===== src/rtl/usb_otg_regs_defines.vh =====
`ifndef USB_OTG_REGS_DEFINES_VH
`define USB_OTG_REGS_DEFINES_VH
`define OFS_OTG_IFLAGS 16'h5040
`define OFS_OTG_IEN 16'h5050
`define OFS_OTG_STAT 16'h5060
`define OFS_OTG_CTRL 16'h5070
`define OFS_PWR_CTRL 16'h5080
`define OFS_GEN_IFLAGS 16'h5200
`define OFS_GEN_IEN 16'h5210
`define OFS_ERR_IFLAGS 16'h5220
`define OFS_ERR_IEN 16'h5230
`define OFS_XFER_STAT 16'h5240
`define OFS_MOD_CTRL 16'h5250
`define OFS_DEV_ADDR 16'h5260
`define OFS_BDT_LOW 16'h5270
`define ALIAS_PLAIN 2'h0
`define ALIAS_CLEAR 2'h1
`define ALIAS_SET 2'h2
`define ALIAS_INVERT 2'h3
`define MASK_OTG_IFLAGS 8'hfd
`define MASK_OTG_IEN 8'hfd
`define MASK_OTG_CTRL 8'hff
`define MASK_PWR_CTRL 8'h1b
`define MASK_GEN_IFLAGS 8'hff
`define MASK_ERR_IFLAGS 8'hff
`define MASK_MOD_CTRL 8'h0f
`define MASK_DEV_ADDR 8'hff
`define MASK_BDT_LOW 8'hfe
`define BIT_ACT_PEND 7
`define BIT_SESSION_END 2
`define BIT_SESSION_VALID 3
`define BIT_BUS_VALID 0
`define BIT_IF_BUS_VALID 0
`define BIT_IF_SESSION_END 2
`define BIT_IF_SESSION_VALID 3
`define BIT_IF_ACTIVITY 4
`define BIT_MOD_HOST_EN 3
`define BIT_MOD_ENABLE 0
`define RESET_VALUE 8'h00
`define USB_CLK_HZ 48000000
`define SYS_CLK_HZ 20000000
`endif


===== src/rtl/usb_otg_regs.v =====
//
// Contract
// - Clear, set, invert aliases at 4, 8, c.
// - Flag registers offer only the clear alias.
// - Status registers have no aliases at all.
// - Bits reset zero; unimplemented bits read zero.
// - Activity pending bit reset value undefined.
// - Module needs a 48 MHz bus clock.
// - Engine moves packets and handshakes autonomously.
// - Internal DMA carries data to RAM buffers.
// - DMA reads flash, reads and writes RAM.
// - Full speed both roles, low speed host.
// - Supply comparators reported in line status.
`include "usb_otg_regs_defines.vh"
`default_nettype none
module usb_otg_regs (
    input wire CLK,
    input wire RESET_N,
    input wire USB_CLK_48M_OK,
    input wire PSEL,
    input wire PENABLE,
    input wire PWRITE,
    input wire [31:0] PADDR,
    input wire [31:0] PWDATA,
    output reg [31:0] PRDATA,
    output wire PREADY,
    output wire PSLVERR,
    input wire BUS_VALID_IN,
    input wire SESSION_VALID_IN,
    input wire SESSION_END_IN,
    input wire ID_IN,
    input wire LINE_J_IN,
    input wire LINE_SE0_IN,
    input wire ACTIVITY_IN,
    input wire [7:0] ENGINE_EVENTS,
    input wire [7:0] ENGINE_ERRORS,
    input wire [7:0] ENGINE_XFER_STAT,
    input wire ENGINE_BUSY,
    output reg [7:0] LINE_CONTROL,
    output reg [7:0] MODULE_CONTROL,
    output reg [7:0] DEVICE_ADDRESS,
    output reg [7:0] BDT_POINTER_LOW,
    output reg [7:0] POWER_CONTROL,
    output wire ENGINE_ENABLE,
    output wire HOST_MODE,
    output wire IRQ
);

// ==========================================================================
// Pin synchronisers
// ==========================================================================
localparam NSYNC = 8;
wire [NSYNC-1:0] raw_in = {USB_CLK_48M_OK, ACTIVITY_IN, LINE_SE0_IN, LINE_J_IN, ID_IN,
    SESSION_END_IN, SESSION_VALID_IN, BUS_VALID_IN};
reg [NSYNC-1:0] sync1_ff;
reg [NSYNC-1:0] sync2_ff;
reg [NSYNC-1:0] prev_ff;
always @(posedge CLK)
begin
    if (!RESET_N)
    begin
        sync1_ff <= {NSYNC{1'b0}};
        sync2_ff <= {NSYNC{1'b0}};
        prev_ff <= {NSYNC{1'b0}};
    end
    else
    begin
        sync1_ff <= raw_in;
        sync2_ff <= sync1_ff;
        prev_ff <= sync2_ff;
    end
end
wire bus_valid = sync2_ff[0];
wire session_valid = sync2_ff[1];
wire session_end = sync2_ff[2];
wire id_pin = sync2_ff[3];
wire line_j = sync2_ff[4];
wire line_se0 = sync2_ff[5];
wire activity = sync2_ff[6];
wire clk48_ok = sync2_ff[7];
wire [NSYNC-1:0] changed = sync2_ff ^ prev_ff;

// ==========================================================================
// Address decode
// ==========================================================================
function [3:0] reg_index;
    input [15:0] base;
    begin
        case (base)
            `OFS_OTG_IFLAGS: reg_index = 4'h1;
            `OFS_OTG_IEN: reg_index = 4'h2;
            `OFS_OTG_STAT: reg_index = 4'h3;
            `OFS_OTG_CTRL: reg_index = 4'h4;
            `OFS_PWR_CTRL: reg_index = 4'h5;
            `OFS_GEN_IFLAGS: reg_index = 4'h6;
            `OFS_GEN_IEN: reg_index = 4'h7;
            `OFS_ERR_IFLAGS: reg_index = 4'h8;
            `OFS_ERR_IEN: reg_index = 4'h9;
            `OFS_XFER_STAT: reg_index = 4'ha;
            `OFS_MOD_CTRL: reg_index = 4'hb;
            `OFS_DEV_ADDR: reg_index = 4'hc;
            `OFS_BDT_LOW: reg_index = 4'hd;
            default: reg_index = 4'h0;
        endcase
    end
endfunction

function alias_ok;
    input [3:0] idx;
    input [1:0] kind;
    begin
        case (idx)
            4'h0: alias_ok = 1'b0;
            4'h3, 4'ha: alias_ok = (kind == `ALIAS_PLAIN);
            4'h1, 4'h6, 4'h8: alias_ok = (kind == `ALIAS_PLAIN) || (kind == `ALIAS_CLEAR);
            default: alias_ok = 1'b1;
        endcase
    end
endfunction

function [7:0] apply_alias;
    input [7:0] cur;
    input [7:0] wd;
    input [1:0] kind;
    begin
        case (kind)
            `ALIAS_CLEAR: apply_alias = cur & ~wd;
            `ALIAS_SET: apply_alias = cur | wd;
            `ALIAS_INVERT: apply_alias = cur ^ wd;
            default: apply_alias = wd;
        endcase
    end
endfunction

wire [3:0] idx = (PADDR[31:16] == 16'h0000) ? reg_index({PADDR[15:4], 4'h0}) : 4'h0;
wire [1:0] kind = PADDR[3:2];
wire hit = alias_ok(idx, kind) && (PADDR[1:0] == 2'h0);
wire access = PSEL && PENABLE;
wire wr = access && PWRITE && hit;
wire [7:0] wd = PWDATA[7:0];
assign PREADY = 1'b1;
assign PSLVERR = access && !hit;

// ==========================================================================
// Interrupt flags
// ==========================================================================
reg [7:0] otg_if_ff;
reg [7:0] otg_ie_ff;
reg [7:0] gen_if_ff;
reg [7:0] gen_ie_ff;
reg [7:0] err_if_ff;
reg [7:0] err_ie_ff;
wire [7:0] otg_events;
assign otg_events[0] = changed[0];
assign otg_events[1] = 1'b0;
assign otg_events[2] = changed[2];
assign otg_events[3] = changed[1];
assign otg_events[4] = changed[6];
assign otg_events[5] = changed[4] | changed[5];
assign otg_events[6] = 1'b0;
assign otg_events[7] = changed[3];

// Flags clear by writing one; a same-cycle event wins
wire [7:0] nxt_otg_if = ((wr && idx == 4'h1) ? otg_if_ff & ~wd : otg_if_ff) | otg_events;
wire [7:0] nxt_gen_if = ((wr && idx == 4'h6) ? gen_if_ff & ~wd : gen_if_ff) | ENGINE_EVENTS;
wire [7:0] nxt_err_if = ((wr && idx == 4'h8) ? err_if_ff & ~wd : err_if_ff) | ENGINE_ERRORS;

// ==========================================================================
// Register file
// ==========================================================================
always @(posedge CLK)
begin
    if (!RESET_N)
    begin
        otg_if_ff <= `RESET_VALUE;
        otg_ie_ff <= `RESET_VALUE;
        gen_if_ff <= `RESET_VALUE;
        gen_ie_ff <= `RESET_VALUE;
        err_if_ff <= `RESET_VALUE;
        err_ie_ff <= `RESET_VALUE;
        LINE_CONTROL <= `RESET_VALUE;
        MODULE_CONTROL <= `RESET_VALUE;
        DEVICE_ADDRESS <= `RESET_VALUE;
        BDT_POINTER_LOW <= `RESET_VALUE;
        POWER_CONTROL <= `RESET_VALUE;
    end
    else
    begin
        otg_if_ff <= nxt_otg_if & `MASK_OTG_IFLAGS;
        gen_if_ff <= nxt_gen_if & `MASK_GEN_IFLAGS;
        err_if_ff <= nxt_err_if & `MASK_ERR_IFLAGS;
        if (wr && idx == 4'h2)
            otg_ie_ff <= apply_alias(otg_ie_ff, wd, kind) & `MASK_OTG_IEN;
        if (wr && idx == 4'h7)
            gen_ie_ff <= apply_alias(gen_ie_ff, wd, kind);
        if (wr && idx == 4'h9)
            err_ie_ff <= apply_alias(err_ie_ff, wd, kind);
        if (wr && idx == 4'h4)
            LINE_CONTROL <= apply_alias(LINE_CONTROL, wd, kind) & `MASK_OTG_CTRL;
        if (wr && idx == 4'hb)
            MODULE_CONTROL <= apply_alias(MODULE_CONTROL, wd, kind) & `MASK_MOD_CTRL;
        if (wr && idx == 4'hc)
            DEVICE_ADDRESS <= apply_alias(DEVICE_ADDRESS, wd, kind) & `MASK_DEV_ADDR;
        if (wr && idx == 4'hd)
            BDT_POINTER_LOW <= apply_alias(BDT_POINTER_LOW, wd, kind) & `MASK_BDT_LOW;
        if (wr && idx == 4'h5)
            POWER_CONTROL <= apply_alias(POWER_CONTROL, wd, kind) & `MASK_PWR_CTRL;
    end
end

// Engine runs only with the 48 MHz clock up; host mode is the module control host enable bit
assign ENGINE_ENABLE = MODULE_CONTROL[`BIT_MOD_ENABLE] && clk48_ok;
assign HOST_MODE = MODULE_CONTROL[`BIT_MOD_HOST_EN];

// ==========================================================================
// Status and read data
// ==========================================================================
wire [7:0] otg_stat = {id_pin, 1'b0, line_j, 1'b0, session_valid, session_end, 1'b0, bus_valid};
// Activity pending is live, so it carries no reset value of its own
wire [7:0] pwr_rd = POWER_CONTROL | {activity, 7'h00};
wire [7:0] mod_rd = MODULE_CONTROL | {line_j, line_se0, ENGINE_BUSY, 5'h00};
reg [7:0] rd8;
always @*
begin
    case (idx)
        4'h1: rd8 = otg_if_ff;
        4'h2: rd8 = otg_ie_ff;
        4'h3: rd8 = otg_stat;
        4'h4: rd8 = LINE_CONTROL;
        4'h5: rd8 = pwr_rd;
        4'h6: rd8 = gen_if_ff;
        4'h7: rd8 = gen_ie_ff;
        4'h8: rd8 = err_if_ff;
        4'h9: rd8 = err_ie_ff;
        4'ha: rd8 = ENGINE_XFER_STAT;
        4'hb: rd8 = mod_rd;
        4'hc: rd8 = DEVICE_ADDRESS;
        4'hd: rd8 = BDT_POINTER_LOW;
        default: rd8 = 8'h00;
    endcase
end

always @(posedge CLK)
begin
    if (!RESET_N)
        PRDATA <= 32'h00000000;
    else if (PSEL && !PENABLE && !PWRITE)
        // Refused reads, forbidden aliases included, return zero
        PRDATA <= hit ? {24'h000000, rd8} : 32'h00000000;
end

assign IRQ = |(otg_if_ff & otg_ie_ff) || |(gen_if_ff & gen_ie_ff) || |(err_if_ff & err_ie_ff);

endmodule
`default_nettype wire


===== config.mk =====
export PLATFORM = sky130hd
export DESIGN_NAME = usb_otg_regs
export DESIGN_NICKNAME = d
export VERILOG_FILES = /design/src/rtl/usb_otg_regs.v
export VERILOG_INCLUDE_DIRS = /design/src /design/src/rtl
export SDC_FILE = /design/constraint.sdc
export NUM_CORES = 1
export LEC_CHECK = 0
export BUFFER_PORTS_ARGS = -buffer_cell sky130_fd_sc_hd__buf_2
export CORE_UTILIZATION = 51
export DETAILED_ROUTE_END_ITERATION = 8
export PLACE_DENSITY_LB_ADDON = 0.3
export REMOVE_ABC_BUFFERS = 1
export SYNTH_ARGS = -nofsm -noshare
export SYNTH_HDL_FRONTEND = slang
export SYNTH_SLANG_ARGS = --single-unit

===== constraint.sdc =====
create_clock -name CLK -period 2.8 [get_ports CLK]
set_input_delay 0.42 -clock CLK [delete_from_list [all_inputs] [get_ports CLK]]
set_output_delay 0.42 -clock CLK [all_outputs]
set_load 0.03 [all_outputs]

==> Implementation_results.wiki <==
{| class="wikitable"
! Metric !! Value
|-
| Run status || complete, but fails checks
|-
| Failing checks || setup timing
|-
| Class of the most critical setup path || primary input to primary output
|-
| Antenna diode instance count || 0
|-
| First-pass GRT wire length || between 40 and 50 mm
|-
| Clock Path Buffers || 2
|-
| Post-Synth Simple-Gate Area || 19.8%
|-
| Average vias per placed instance || between 5 and 6
|-
| Share of total power consumed by net switching || around 29%
|-
| Number of clock sinks seen by CTS || 108
|-
| Main area contributors after synthesis || dfxtp_1 (26%), ha_1 (16%), a21oi_1 (7.4%)
|-
| Critical Path End Type || primary output
|-
| Primary FF master, synth || dfxtp_1
|-
| Wirelength, routed || around 27 mm
|-
| Leakage power figure || 4.34 nW
|-
| Top cell type's share of synthesized area || about a quarter
|-
| Tcrit/Tclk final || 105%
|-
| Sw Pwr || approximately 1.0 mW
|-
| Number of endpoints failing setup at the final stage || 1
|-
| Final setup slack of the worst path || -0.150 ns
|-
| Width of the chip || around 130 um
|-
| Worst slew margin relative to its limit || 40.4%
|-
| Number of global-route vias before repair || 7,464
|-
| Number of placed instances with taps included || ~1,500
|-
| Power share of the sequential group || between 40% and 50%
|-
| Initial antenna violation count || 1
|-
| WP data arrival || 2.53 ns
|-
| Highest clock frequency the design can meet || around 0.34 GHz
|-
| Fraction of synthesis flops using an asynchronous set or reset pin || 0%
|-
| Ranking of synthesized cells by instance count || nor2_1 (138), a21oi_1 (123), dfxtp_1 (108), ha_1 (108), nand2_1 (82)
|-
| Detailed-router iteration count before antenna repair || 6
|-
| Worst VDD drop || approximately 0.47 mV
|-
| CTS H-tree lvls || 3
|-
| Count of max-cap constraint violations || 0
|-
| Drt initial violations || roughly 740
|-
| Initial Util || ~52%
|-
| Final-report max-slew violation count || 0
|-
| Row count || 46
|-
| Transition at the pin with the smallest max-transition slack || around 0.89 ns
|-
| Gr usage total || between 30% and 40%
|-
| Count of flip-flops with a built-in enable after synthesis || 0
|-
| Synthesis-to-finish area growth || 20.1%
|-
| Mean instance size in the synthesized netlist || between 7 and 8 um2
|-
| TritonCTS clock tree || done
|-
| Required time worst endpoint || about 2.4 ns
|-
| Number of cells in the finished layout apart from fillers || between 1,000 and 1,500
|-
| Fraction of the yosys area taken by sequential cells || between 20% and 30%
|-
| Root buf cell || clkbuf_16
|-
| Cell area after technology mapping || between 0.008 and 0.009 mm2
|-
| Overall overflow remaining after global route || 0
|-
| Nets || roughly 1,500
|-
| Detail-routed net length per standard cell || roughly 18 um
|-
| Cell type contributing the most total cell area after synthesis || dfxtp_1
|-
| Worst-path clk slew || approximately 0.07 ns
|-
| Clock power share || approximately two fifths
|-
| Internal power || ~2.5 mW
|-
| CP Cell Sequence || buf_6, or3_4, buf_4, nor2_1, buf_4, nor2_1, and4_1, or3_1, a221o_2, a21oi_2, buf_6
|-
| Comb power frac || ~17%
|-
| Biggest cell delay along the critical path || 0.38 ns
|-
| Final Wtd Congestion || ~1.0
|-
| Largest family of logic cells by synthesized area || compound AO/OA/AOI/OAI gates
|-
| Fin crit period || just under 3 ns
|-
| Number of clock buffers inserted by TritonCTS || 9
|-
| Post-Synth Adder-Cell Area || between 10% and 20%
|-
| Min Hold Slack || around 0.26 ns
|-
| CP Launch Type || primary input
|-
| Synthesized-area fraction occupied by ao, oa, aoi and oai cells || between 20% and 30%
|-
| Antenna Nets Post-Route || 0
|-
| Routed via count || roughly 8,400
|-
| Top-Level Pins || approximately 180
|-
| Total core area || 0.0159 mm2
|-
| Port Buf Inserts || 120
|-
| Ratio of cells with drive above 1 in the final layout || 22.0%
|-
| HPWL after DPL || roughly 20 mm
|-
| Synthesis-stage register bit count || about 110
|-
| Highest fanout seen on the critical path || 3
|-
| Post-synthesis cell count || around 1,100
|-
| Slowest library cell on the worst path || or3_4
|-
| Worst-Skew Late Latency || 0.37 ns
|-
| Number of different library cells in the post-synthesis netlist || a little over 70
|-
| Number of hold-slack violations in the final timing report || 0
|-
| Die Y || 130 um
|-
| Dominant cell by count in the synthesized netlist || nor2_1
|-
| Worst clock skew || between 0.01 and 0.015 ns
|-
| Area enclosed by the die boundary || 0.0168 mm2
|-
| Share of synthesized area spent on multiplexers || roughly 1.7%
|-
| Post-synthesis share of cell area spent on xor and xnor gates || less than 1%
|-
| Total DRC errors in the routed layout || 0
|-
| Pin count of the biggest net entering global routing || slightly above 90
|-
| Post-route total power || roughly 3.6 mW
|-
| Class of the most critical hold timing path || primary input to flip-flop
|-
| Number of warnings printed during yosys synthesis || 0
|-
| Pwr Density || 358 mW/mm2
|-
| Unrepaired setup endpoints after global routing || yes
|}
[state kept, by name (all words and copies together), names as in the netlist, 8 cells and up]
name	cells
err_if_ff	8
gen_if_ff	8
gen_ie_ff	8
sync1_ff	8
sync2_ff	8
err_ie_ff	8
PRDATA	8
DEVICE_ADDRESS	8
LINE_CONTROL	8
[critical path: cells and delay by family]
family,cells,cell delay [ns]
AOI/OAI and AO/OA,2,0.53
buffers and inverters,4,0.52
and+or+nand+nor,5,1.04
[timing repair]
| action | in CTS | in global routing |
|---|---|---|
| hold buffers | 0 | 0 |
| endpoints found under the setup margin | 1 | 1 |
| endpoints found under the hold margin | 0 | 0 |
| buffers inserted | 1 | 0 |
| gates resized for setup | 7 | 3 |
| pin swaps | 7 | 0 |
[cells in the final DEF, fill, tap and decap left out, drive strengths merged, types with 34 or more instances in the layout]
| cell type | n |
|---|---|
| buf | 230 |
| ha | 108 |
| a21oi | 123 |
| o21ai | 53 |
| nand2 | 82 |
| dfxtp | 108 |
| conb | 34 |
| inv | 83 |
| nor2 | 138 |
| a211oi | 63 |
[final timing paths]
| kind | start | to | slack (ns) | cells past startpoint |
|---|---|---|---|---|
| max reg2reg | gen_ie_ff[3] | gen_ie_ff[3] | 1.23 | 5 |
| min reg2reg | sync1_ff[5] | sync2_ff[5] | 0.44 | 1 |
| max | PADDR[5] | PSLVERR | -0.15 | 11 |
| min | BUS_VALID_IN | sync1_ff[0] | 0.26 | 2 |
[kinds of logic after synthesis]
| group | after synthesis |
|---|---|
| adder cells (fa/ha/maj) | 108 |
| other | 2 |
| XOR/XNOR | 8 |
| multiplexers | 13 |
| buffers and inverters | 184 |
| AND/OR/NAND/NOR | 336 |
| flip-flops | 108 |
| AO/OA/AOI/OAI | 323 |
[per-layer routing]
metal | share of wire (%) | wire, um | track usage (%)
met4 | 3.2 | 857 | 11.4
met2 | 45 | 12100 | 51.7
met3 | 9.6 | 2560 | 8.90
met5 | 0.048 | 13 | 0
met1 | 42 | 11300 | 41.6
[cell type report]
class | count | area [um2]
flip-flops and latches | 108 | 2160
clock inverters | 5 | 65.1
multi-input cells | 822 | 5440
inverters | 80 | 300
clock buffers | 11 | 253
repair buffers | 230 | 1500
fillers | 1461 | 5890
well taps | 216 | 270
[through the flow]
| stage | setup TNS [ns] | utilization (%) | area [um2] | setup WS, ns |
|---|---|---|---|---|
| 2_1_floorplan | -0.580 | - | 7870 | -0.580 |
| 3_3_place_gp | -0.996 | 60.5 | 9610 | -0.310 |
| 3_5_place_dp | -1.40 | 60.5 | 9610 | -0.365 |
| 4_1_cts | -0.166 | 62.7 | 9960 | -0.166 |
| 5_1_grt | -0.249 | 62.9 | 9990 | -0.249 |
| 6_report | -0.150 | 62.9 | 9990 | -0.150 |
[power by group through the flow]
stage               clock (mW)  combinational (mW)  sequential, mW
global placement             0               0.568            1.64
global route              1.45               0.666            1.61
CTS                       1.39               0.589            1.60
finish                    1.37               0.597            1.60
floorplan                    0               0.325            1.62
detailed placement           0               0.581            1.64
Power figures use the tool's default switching activity.
